--- src/pecw_map.svh ---
/*
 * bit positions, field codes and reset values of the four cyclic control words.
 * assumes: included by bare name from the design modules.
 */
`ifndef PECW_MAP_SVH
`define PECW_MAP_SVH

`define PECW_WORD_W        16
`define PECW_WORD_RST      16'h0000
`define PECW_ECW_SEL_LSB   0
`define PECW_ECW_SEL_W     4
`define PECW_ECW_CMD_LSB   4
`define PECW_ECW_CMD_W     3
`define PECW_ECW_MODE_BIT  7
`define PECW_ECW_ABS_BIT   13
`define PECW_ECW_PARK_BIT  14
`define PECW_ECW_ACK_BIT   15
`define PECW_ECW_USED      16'hE0FF
`define PECW_CMD_NONE      3'h0
`define PECW_CMD_ACTIVATE  3'h1
`define PECW_CMD_READ      3'h2
`define PECW_CMD_ABORT     3'h3
`define PECW_BSW_BLK_W     6
`define PECW_BSW_MANUAL_BIT 15
`define PECW_BSW_USED      16'h803F
`define PECW_MIM_ABS_BIT   0
`define PECW_MIM_DIR_LSB   1
`define PECW_MIM_USED      16'h0007
`define PECW_DIR_POS       2'h1
`define PECW_DIR_NEG       2'h2
`define PECW_POW_TRK_BIT   0
`define PECW_POW_REF_BIT   1
`define PECW_POW_CAM_BIT   2
`define PECW_POW_JOG_BIT   5
`define PECW_POW_USED      16'h0027

`endif

--- src/pecw_pkg.sv ---
/*
 * types shared by the control word decoder.
 * assumes: pecw_map.svh is on the include path.
 */
package pecw_pkg;
   typedef enum logic [3:0] {
      PECW_FN_IDLE     = 4'b0001,
      PECW_FN_ACTIVE   = 4'b0010,
      PECW_FN_READBACK = 4'b0100,
      PECW_FN_ABORTED  = 4'b1000
   } pecw_fn_state_e;
   typedef enum logic [1:0] {
      PECW_DIR_SHORTEST = 2'h0,
      PECW_DIR_POSITIVE = 2'h1,
      PECW_DIR_NEGATIVE = 2'h2
   } pecw_dir_e;
endpackage

--- src/pecw_ctrl_decode.sv ---
/*
 * decodes the encoder, block select, manual input mode and positioning option words.
 * assumes: the telegram receiver presents each word with a one-cycle load strobe on clk,
 * and the position/actual value buses are in the same clock domain.
 */
`timescale 1ns/10ps
`include "pecw_map.svh"
module pecw_ctrl_decode (
   // clock and reset
   input  wire logic        clk,
   input  wire logic        rst_n,
   // telegram words with load strobes
   input  wire logic        ecw_load,
   input  wire logic [15:0] encoder_control_word,
   input  wire logic        bsw_load,
   input  wire logic [15:0] block_select_word,
   input  wire logic        mim_load,
   input  wire logic [15:0] manual_input_mode_word,
   input  wire logic        pow_load,
   input  wire logic [15:0] positioning_options_word,
   // position path
   input  wire logic [31:0] actual_position,
   input  wire logic [31:0] commanded_setpoint,
   output logic      [31:0] position_setpoint,
   // encoder function outputs
   output logic      [3:0]  ref_mark_sel,
   output logic      [1:0]  probe_sel,
   output logic             flying_mode,
   output logic      [3:0]  fn_state,
   output logic             fn_start,
   output logic             fn_read,
   output logic             fn_abort,
   output logic             abs_value_request,
   output logic             park_request,
   output logic             fault_ack,
   // traversing and manual data input
   output logic      [5:0]  traversing_block,
   output logic             manual_data_input_active,
   output logic             manual_input_absolute,
   output logic      [1:0]  manual_input_direction,
   // positioning options
   output logic             tracking_mode,
   output logic             set_reference_point,
   output logic             reference_cam_active,
   output logic             jog_incremental
);
   // latched copies of the four words, reserved bits already masked
   logic [15:0] ecw_reg;
   logic [15:0] bsw_reg;
   logic [15:0] mim_reg;
   logic [15:0] pow_reg;
   // selectors held by the sequencer, cleared by abort
   logic [3:0]  fn_active;
   // previous acknowledge level for the edge detect
   logic        ack_prev_reg;
   // named fields of the latched words
   logic        ecw_flying;
   logic        ecw_abs_req;
   logic        ecw_park_req;
   logic        ecw_ack;
   logic [5:0]  bsw_block;
   logic        bsw_manual_on;
   logic        mim_abs;
   logic [1:0]  dir_field;
   logic        pow_track;
   logic        pow_ref;
   logic        pow_cam;
   logic        pow_jog;
   logic [3:0]  ref_mark_next;
   logic [1:0]  probe_next;

   pecw_word_latch #(
      .USED_MASK (`PECW_ECW_USED)
   ) u_ecw (
      .clk      (clk),
      .rst_n    (rst_n),
      .load     (ecw_load),
      .word_in  (encoder_control_word),
      .word_reg (ecw_reg),
      .changed  ()
   );

   pecw_word_latch #(
      .USED_MASK (`PECW_BSW_USED)
   ) u_bsw (
      .clk      (clk),
      .rst_n    (rst_n),
      .load     (bsw_load),
      .word_in  (block_select_word),
      .word_reg (bsw_reg),
      .changed  ()
   );

   pecw_word_latch #(
      .USED_MASK (`PECW_MIM_USED)
   ) u_mim (
      .clk      (clk),
      .rst_n    (rst_n),
      .load     (mim_load),
      .word_in  (manual_input_mode_word),
      .word_reg (mim_reg),
      .changed  ()
   );

   pecw_word_latch #(
      .USED_MASK (`PECW_POW_USED)
   ) u_pow (
      .clk      (clk),
      .rst_n    (rst_n),
      .load     (pow_load),
      .word_in  (positioning_options_word),
      .word_reg (pow_reg),
      .changed  ()
   );

   // command decoded straight from the incoming word so a strobe acts the same cycle it lands
   pecw_fn_seq u_seq (
      .clk         (clk),
      .rst_n       (rst_n),
      .load        (ecw_load),
      .cmd         (encoder_control_word[`PECW_ECW_CMD_LSB +: `PECW_ECW_CMD_W]),
      .sel         (encoder_control_word[`PECW_ECW_SEL_LSB +: `PECW_ECW_SEL_W]),
      .fn_state    (fn_state),
      .fn_active   (fn_active),
      .start_pulse (fn_start),
      .read_pulse  (fn_read),
      .abort_pulse (fn_abort)
   );

   assign ecw_flying    = ecw_reg[`PECW_ECW_MODE_BIT];
   assign ecw_abs_req   = ecw_reg[`PECW_ECW_ABS_BIT];
   assign ecw_park_req  = ecw_reg[`PECW_ECW_PARK_BIT];
   assign ecw_ack       = ecw_reg[`PECW_ECW_ACK_BIT];
   assign bsw_block     = bsw_reg[`PECW_BSW_BLK_W-1:0];
   assign bsw_manual_on = bsw_reg[`PECW_BSW_MANUAL_BIT];
   assign mim_abs       = mim_reg[`PECW_MIM_ABS_BIT];
   assign dir_field     = mim_reg[`PECW_MIM_DIR_LSB +: 2];
   assign pow_track     = pow_reg[`PECW_POW_TRK_BIT];
   assign pow_ref       = pow_reg[`PECW_POW_REF_BIT];
   assign pow_cam       = pow_reg[`PECW_POW_CAM_BIT];
   assign pow_jog       = pow_reg[`PECW_POW_JOG_BIT];

   // a selector reaches its reference mark only while searching, never while measuring
   genvar gi;
   generate
      for (gi = 0; gi < `PECW_ECW_SEL_W; gi = gi + 1) begin : g_sel
         assign ref_mark_next[gi] = fn_active[gi] && !ecw_flying;
      end
   endgenerate

   // probe one answers selectors one and two, probe two selectors three and four
   assign probe_next[0] = ecw_flying && (fn_active[0] || fn_active[1]);
   assign probe_next[1] = ecw_flying && (fn_active[2] || fn_active[3]);

   always_ff @(posedge clk or negedge rst_n) begin
      if (!rst_n) begin
         flying_mode <= 1'b0;
      end else begin
         flying_mode <= ecw_flying;
      end
   end

   // selectors route by the mode latched with the same command
   always_ff @(posedge clk or negedge rst_n) begin
      if (!rst_n) begin
         ref_mark_sel <= 4'h0;
      end else begin
         ref_mark_sel <= ref_mark_next;
      end
   end

   always_ff @(posedge clk or negedge rst_n) begin
      if (!rst_n) begin
         probe_sel <= 2'h0;
      end else begin
         probe_sel <= probe_next;
      end
   end

   // absolute value and parking requests follow their bits while they stay set
   always_ff @(posedge clk or negedge rst_n) begin
      if (!rst_n) begin
         abs_value_request <= 1'b0;
      end else begin
         abs_value_request <= ecw_abs_req;
      end
   end

   always_ff @(posedge clk or negedge rst_n) begin
      if (!rst_n) begin
         park_request <= 1'b0;
      end else begin
         park_request <= ecw_park_req;
      end
   end

   // acknowledge is edge driven: a held bit must not keep clearing new faults
   always_ff @(posedge clk or negedge rst_n) begin
      if (!rst_n) begin
         ack_prev_reg <= 1'b0;
      end else begin
         ack_prev_reg <= ecw_ack;
      end
   end

   always_ff @(posedge clk or negedge rst_n) begin
      if (!rst_n) begin
         fault_ack <= 1'b0;
      end else begin
         fault_ack <= ecw_ack && !ack_prev_reg;
      end
   end

   // block number and manual input switch
   always_ff @(posedge clk or negedge rst_n) begin
      if (!rst_n) begin
         traversing_block <= 6'h00;
      end else begin
         traversing_block <= bsw_block;
      end
   end

   always_ff @(posedge clk or negedge rst_n) begin
      if (!rst_n) begin
         manual_data_input_active <= 1'b0;
      end else begin
         manual_data_input_active <= bsw_manual_on;
      end
   end

   always_ff @(posedge clk or negedge rst_n) begin
      if (!rst_n) begin
         manual_input_absolute <= 1'b0;
      end else begin
         manual_input_absolute <= mim_abs;
      end
   end

   always_ff @(posedge clk or negedge rst_n) begin
      if (!rst_n) begin
         manual_input_direction <= pecw_pkg::PECW_DIR_SHORTEST;
      end else begin
         case (dir_field)
            `PECW_DIR_POS: manual_input_direction <= pecw_pkg::PECW_DIR_POSITIVE;
            `PECW_DIR_NEG: manual_input_direction <= pecw_pkg::PECW_DIR_NEGATIVE;
            default:       manual_input_direction <= pecw_pkg::PECW_DIR_SHORTEST;
         endcase
      end
   end

   // option bits are levels the motion core reads every cycle
   always_ff @(posedge clk or negedge rst_n) begin
      if (!rst_n) begin
         tracking_mode <= 1'b0;
      end else begin
         tracking_mode <= pow_track;
      end
   end

   always_ff @(posedge clk or negedge rst_n) begin
      if (!rst_n) begin
         set_reference_point <= 1'b0;
      end else begin
         set_reference_point <= pow_ref;
      end
   end

   always_ff @(posedge clk or negedge rst_n) begin
      if (!rst_n) begin
         reference_cam_active <= 1'b0;
      end else begin
         reference_cam_active <= pow_cam;
      end
   end

   always_ff @(posedge clk or negedge rst_n) begin
      if (!rst_n) begin
         jog_incremental <= 1'b0;
      end else begin
         jog_incremental <= pow_jog;
      end
   end

   // setpoint registered so it lags inputs by one cycle either way
   always_ff @(posedge clk or negedge rst_n) begin
      if (!rst_n) begin
         position_setpoint <= 32'h0000_0000;
      end else if (pow_track) begin
         position_setpoint <= actual_position;
      end else begin
         position_setpoint <= commanded_setpoint;
      end
   end
endmodule

--- src/pecw_fn_seq.sv ---
/*
 * encoder function sequencer: tracks the command field of the encoder control word.
 * assumes: cmd and sel only meaningful when load is high; one clock domain.
 */
`timescale 1ns/10ps
`include "pecw_map.svh"
module pecw_fn_seq (
   // clock and reset
   input  wire logic       clk,
   input  wire logic       rst_n,
   // decoded command
   input  wire logic       load,
   input  wire logic [2:0] cmd,
   input  wire logic [3:0] sel,
   // function state
   output logic      [3:0] fn_state,
   output logic      [3:0] fn_active,
   output logic            start_pulse,
   output logic            read_pulse,
   output logic            abort_pulse
);
   pecw_pkg::pecw_fn_state_e state_reg;

   always_ff @(posedge clk or negedge rst_n) begin
      if (!rst_n) begin
         state_reg   <= pecw_pkg::PECW_FN_IDLE;
         fn_active   <= 4'h0;
         start_pulse <= 1'b0;
         read_pulse  <= 1'b0;
         abort_pulse <= 1'b0;
      end else begin
         start_pulse <= 1'b0;
         read_pulse  <= 1'b0;
         abort_pulse <= 1'b0;
         if (load) begin
            case (cmd)
               `PECW_CMD_ACTIVATE: begin
                  // repeating the same command every cycle must not restart the function
                  if (state_reg != pecw_pkg::PECW_FN_ACTIVE || fn_active != sel) begin
                     start_pulse <= 1'b1;
                  end
                  state_reg <= pecw_pkg::PECW_FN_ACTIVE;
                  fn_active <= sel;
               end
               `PECW_CMD_READ: begin
                  if (state_reg != pecw_pkg::PECW_FN_READBACK) begin
                     read_pulse <= 1'b1;
                  end
                  state_reg <= pecw_pkg::PECW_FN_READBACK;
               end
               `PECW_CMD_ABORT: begin
                  if (state_reg != pecw_pkg::PECW_FN_ABORTED) begin
                     abort_pulse <= 1'b1;
                  end
                  state_reg <= pecw_pkg::PECW_FN_ABORTED;
                  fn_active <= 4'h0;
               end
               default: begin
                  state_reg <= pecw_pkg::PECW_FN_IDLE;
               end
            endcase
         end
      end
   end

   assign fn_state = state_reg;
endmodule

--- src/pecw_word_latch.sv ---
/*
 * latches one cyclic control word on the telegram strobe, reserved bits masked off.
 * assumes: strobe and word come from logic on clk.
 */
`timescale 1ns/10ps
`include "pecw_map.svh"
module pecw_word_latch #(
   parameter logic [15:0] USED_MASK = 16'hFFFF
) (
   // clock and reset
   input  wire logic        clk,
   input  wire logic        rst_n,
   // telegram side
   input  wire logic        load,
   input  wire logic [15:0] word_in,
   // decoded side
   output logic      [15:0] word_reg,
   output logic             changed
);
   always_ff @(posedge clk or negedge rst_n) begin
      if (!rst_n) begin
         word_reg <= `PECW_WORD_RST;
         changed  <= 1'b0;
      end else begin
         changed <= load && ((word_in & USED_MASK) != word_reg);
         if (load) begin
            word_reg <= word_in & USED_MASK;
         end
      end
   end
endmodule

--- config.mk ---
export PLATFORM = sky130hd
export DESIGN_NAME = pecw_ctrl_decode
export DESIGN_NICKNAME = d
export VERILOG_FILES = /design/src/pecw_pkg.sv /design/src/pecw_ctrl_decode.sv /design/src/pecw_fn_seq.sv /design/src/pecw_word_latch.sv
export VERILOG_INCLUDE_DIRS = /design/src
export SDC_FILE = /design/constraint.sdc
export NUM_CORES = 1
export LEC_CHECK = 0
export BUFFER_PORTS_ARGS = -buffer_cell sky130_fd_sc_hd__buf_2
export CAP_MARGIN = 20
export CORE_MARGIN = 8
export CORE_UTILIZATION = 24
export DETAILED_ROUTE_END_ITERATION = 10
export SETUP_SLACK_MARGIN = 0.05
export SLEW_MARGIN = 0
export SYNTH_ARGS = -nofsm -noshare
export SYNTH_HDL_FRONTEND = slang
export SYNTH_SLANG_ARGS = --single-unit
--- constraint.sdc ---
create_clock -name clk -period 2.1 [get_ports clk]
set_input_delay 0.315 -clock clk [delete_from_list [all_inputs] [get_ports clk]]
set_output_delay 0.315 -clock clk [all_outputs]
set_load 0.02 [all_outputs]
# Word level (Yosys, flattened, before mapping)
# Cells that the tools add are included.
word_totals:
  register_bits: 93
  input_bits: 134
  output_inout_bits: 63
  word_cells: 61
classes:
  n_eq_ne: 9
  mux: 13
  reduce_logical: 14
op_table:
  columns: ["operator", "n"]
  rows:
  - ["32-bit two-way mux", 1]
  - ["4-bit case mux with 3 select lines", 1]
  - ["1-bit two-way mux", 9]
  - ["4-bit case mux with 2 select lines", 1]
  - ["1-bit logical AND", 7]
  - ["3-bit by 2-bit equality test with 1-bit output (second input constant)", 2]
  - ["4-bit by 2-bit != test with 1-bit output (second input constant)", 1]
  - ["4-bit by 3-bit != test with 1-bit output (second input constant)", 1]
  - ["4-bit != test", 1]
  - ["4-bit != test (second input constant)", 1]
  - ["2-bit case mux with 2 select lines", 1]
  - ["3-bit by 1-bit equality test with 1-bit output (second input constant)", 1]
  - ["1-bit logical OR", 3]
  - ["2-bit by 1-bit equality test with 1-bit output (second input constant)", 1]
  - ["2-bit equality test (second input constant)", 1]
  - ["1-bit zero test", 2]
  - ["2-bit AND reduction", 1]
  - ["2-bit nonzero test", 1]

# Longest topological paths before layout
logic_depth:
  depth_word: 5
  depth_mapped: 4
  mapped_depth_nobuf: 3

# Hierarchy
# Synthesis repeated with hierarchy kept, for this count alone.
unflattened:
  cells_unflattened: 283
  hier_area_um2: 4151.5
by_module_without_submodules:
  columns: ["module", "instances", "cells_per_inst", "area_each_um2"]
  rows:
  - ["pecw_ctrl_decode", 1, 102, 2029.4]
  - ["pecw_word_latch (u_ecw)", 1, 45, 599.3]
  - ["pecw_fn_seq", 1, 49, 508.0]
  - ["pecw_word_latch (u_bsw)", 1, 35, 434.2]
  - ["pecw_word_latch (u_pow)", 1, 27, 310.3]
  - ["pecw_word_latch (u_mim)", 1, 25, 270.3]

# Worst setup path after synthesis
# No wires, ideal clock.
synth_path:
  kind: "flip-flop to flip-flop"
  startpoint: "register u_pow.word_reg[0]"
  endpoint: "register position_setpoint[10]"
  arrival_ns: 0.958
  path_slack_ns: 1.017
  stages_incl_launch_ff: 4
  n_path_buf: 2
  cell_sequence: "dfrtp_1 > buf_2 > buf_6 > mux2_4"
synth_via:
  elab_chain_len: 1
synth_rtl:
  columns: ["item", "line", "rtl"]
  rows:
  - ["start, declared", "pecw_word_latch.sv:17", "output logic [15:0] word_reg,"]
  - ["start signal, assigned", "pecw_word_latch.sv:22", "word_reg <= `PECW_WORD_RST;"]
  - ["start signal, assigned", "pecw_word_latch.sv:27", "word_reg <= word_in & USED_MASK;"]
  - ["32-bit two-way mux", "pecw_ctrl_decode.sv:288", "end else if (pow_track) begin"]
  - ["end signal, assigned", "pecw_ctrl_decode.sv:289", "position_setpoint <= actual_position;"]
  - ["end signal, assigned", "pecw_ctrl_decode.sv:291", "position_setpoint <= commanded_setpoint;"]
  - ["end, declared", "pecw_ctrl_decode.sv:24", "output logic [31:0] position_setpoint,"]
# Every way passes these cells.
# A chain may end at the register's enable or synchronous reset.

# Worst setup path in the final report
layout_path:
  startpoint: "register u_pow.word_reg[0]"
  endpoint: "register position_setpoint[19]"
# The elaborated chain is that of the path after synthesis.

==> impl_metrics.env <==
export IMPL_first_pass_iters=3
export IMPL_r2r_cells=2
export IMPL_slew_viol_final=0
export IMPL_postRouteAntennaNets=0
export IMPL_required_ns=2.31
export IMPL_cp_endpoint="position_setpoint[19]$_DFF_PN0_"
export IMPL_clk_pin_slew_worst_paths_ns=0.06
export IMPL_drt_vias_per_instance=3.894
export IMPL_multiInputGateArea_um2=918.4
export IMPL_synth_largest_area_cell="dfrtp_1"
export IMPL_period_needed_ns=1.401
export IMPL_startpoint_type="flop"
export IMPL_antenna_found_initial=1
export IMPL_post_cts_resized=0
export IMPL_insertion_delay_ns=0.33
export IMPL_layout_drive_gt1_share_pct=58.99
export IMPL_hold_start="encoder_control_word[4]"
export IMPL_grtUsageTotal_pct=9.190
export IMPL_vdd_drop_max_uv=433.2
export IMPL_die_w_um=130.4
export IMPL_ctsHoldBuffers=1
export IMPL_regArea_um2=2155
export IMPL_powerDensity_nw_per_um2=902.4
export IMPL_cts_buffer_depth=2
export IMPL_critPathArrivalTime_ns=1.62
export IMPL_synth_common_cells="dfrtp_1 (85), mux2_4 (29), mux2_1 (17)"
export IMPL_cts_buffers=9
export IMPL_leakage_nw=2.236
export IMPL_rr_startpoint="u_pow.word_reg[0]$_DFFE_PN0P_"
export IMPL_synth_cell_types=24
export IMPL_final_util_pct=34.66
export IMPL_post_cts_buffers=0
export IMPL_synth_cells=186
export IMPL_worst_setup_path_type="reg -> reg"
export IMPL_clockRootBuffer="clkbuf_16"
export IMPL_drt_wl_total_um=7426
export IMPL_synthFlopType="dfrtp_1"
export IMPL_slew_headroom_pct=63.69
export IMPL_critPathLaunch="u_pow.word_reg[0]$_DFFE_PN0P_"
export IMPL_hold_viol_final=0
export IMPL_synth_seq_area_share_pct=68.59
export IMPL_r2r_end="position_setpoint[19]$_DFF_PN0_"
export IMPL_cts_sinks=86
export IMPL_core_um2=12720
export IMPL_yosys_warnings=0
export IMPL_numPlacedInstances=511
export IMPL_synth_edf_count=0
export IMPL_finalCritPeriodShare_pct=66.72
export IMPL_syn_avg_cell_area_um2=16.88
export IMPL_rsz0062_at_grt="no"
export IMPL_setup_viol=0
export IMPL_first_iter_violations=84
export IMPL_n_antenna_cell=0
export IMPL_vias=2056
export IMPL_finish_instance_area_um2=4409
export IMPL_dieArea_um2=17000
export IMPL_dieHeight_um=130.4
export IMPL_port_buffers=157
export IMPL_io_pins=197
export IMPL_drc=0
export IMPL_max_cap_violations=0
export IMPL_clock_skew_ns=0.006141
export IMPL_nFillCells=1280
export IMPL_clock_fmax_mhz=713.7
export IMPL_status="complete, no violations"
export IMPL_grt_max_degree=45
export IMPL_async_flop_share_pct=100.0
export IMPL_path_max_fanout=16
export IMPL_start_util_pct=24.68
export IMPL_routedWlPerCell_um=14.06
export IMPL_tightest_slew_ns=0.5447
export IMPL_yosysMostFrequentCell="dfrtp_1"
export IMPL_syn_area_um2=3139
export IMPL_dp_hpwl_um=5989
export IMPL_r2r_slack_ns=0.70
export IMPL_syn_to_final_growth_pct=40.45
export IMPL_setup_tns_ns=0
export IMPL_grt_pass1_wl_um=11850
export IMPL_setup_ws_ns=0.6989
export IMPL_hp_class="in -> reg"
export IMPL_grt_overflow=0
export IMPL_ys_top_cells_by_area="dfrtp_1 (68%), mux2_4 (14%), mux2_1 (6.1%)"
export IMPL_placed_area_um2=4123
export IMPL_synth_seq_cells=86
export IMPL_nets=485
export IMPL_pre_cts_ws_ns=0.6851
export IMPL_htreeDepth=3
export IMPL_synth_top_area_share_pct=67.76
export IMPL_fin_cells=528
export IMPL_cts_tree="yes"
export IMPL_synthesis_nets=320
export IMPL_largest_reg_flops=32
export IMPL_end_kind="flop"
export IMPL_grt_pass1_vias=2416
export IMPL_gp_congestion=0.7098
export IMPL_rows=41
## kinds of logic after synthesis
logic type,share of synthesized area (%)
AO/OA/AOI/OAI,2.591
flip-flops,68.59
multiplexers,21.40
buffers and inverters,2.152
XOR/XNOR,1.116
AND/OR/NAND/NOR,4.145
## worst min path at each step
stage,end,depth (start not counted)
global placement,traversing_block[4]$_DFF_PN0_,1
CTS,u_seq.read_pulse$_DFF_PN0_,2
detailed placement,traversing_block[4]$_DFF_PN0_,1
global route,position_setpoint[28]$_DFF_PN0_,2
finish,u_seq.read_pulse$_DFF_PN0_,2
floorplan,abs_value_request$_DFF_PN0_,0
## cells in the final DEF, fill, tap and decap left out, types with 2 or more instances in the layout
| cell type | count |
|---|---|
| inv_1 | 3 |
| nand2b_1 | 4 |
| clkinvlp_4 | 2 |
| buf_2 | 156 |
| nor2b_1 | 7 |
| nor2_1 | 2 |
| buf_4 | 3 |
| a311oi_1 | 2 |
| mux2_1 | 17 |
| clkinv_2 | 2 |
| clkbuf_16 | 9 |
| o22ai_1 | 2 |
| xor2_1 | 3 |
| nand3b_1 | 2 |
| o21a_1 | 2 |
| mux2_2 | 4 |
| dfrtp_1 | 84 |
| o21ai_1 | 6 |
| nand2_1 | 5 |
| mux2_4 | 29 |
## cell type report
cell class	instances	share of cell area (%)
Clock buffer	11	5.505
Clock inverter	5	0.7662
Inverter	3	0.2554
Multi-Input combinational cell	90	20.83
Sequential cell	86	48.86
Tap cell	172	4.881
Timing Repair Buffer	161	18.90
## through the flow
stage / hold slack (ns) / power (mW)
after floorplan: 0.01941 / 2.284
after global placement: 0.3334 / 2.561
after detailed placement: 0.3423 / 2.581
after CTS: 0.1672 / 4.073
after global routing: 0.1775 / 4.200
final: 0.1899 / 3.979
## report_power, final
| part | total (mW) | internal, mW | leakage, nW | switching (mW) |
|---|---|---|---|---|
| clock network | 1.45 | 0.833 | 0.132 | 0.615 |
| logic | 0.637 | 0.298 | 1.07 | 0.340 |
| registers | 1.89 | 1.82 | 1.03 | 0.0755 |
| total | 3.98 | 2.95 | 2.24 | 1.03 |
## critical path, cell delays in order, from the launching register on
cell and delay (ns):
dfrtp_2 0.64, buf_4 0.32, mux2_4 0.32
## layer usage
| layer | wire length (um) | track usage [%] | vias to the layer above |
|---|---|---|---|
| met5 | 13 | 0 | - |
| met4 | 88 | 2.903 | 2 |
| met3 | 902 | 5.754 | 12 |
| met2 | 3557 | 14.78 | 101 |
| met1 | 2864 | 9.798 | 978 |
| li1 | - | - | 963 |
No activity file was read; power rests on OpenSTA's default activity.
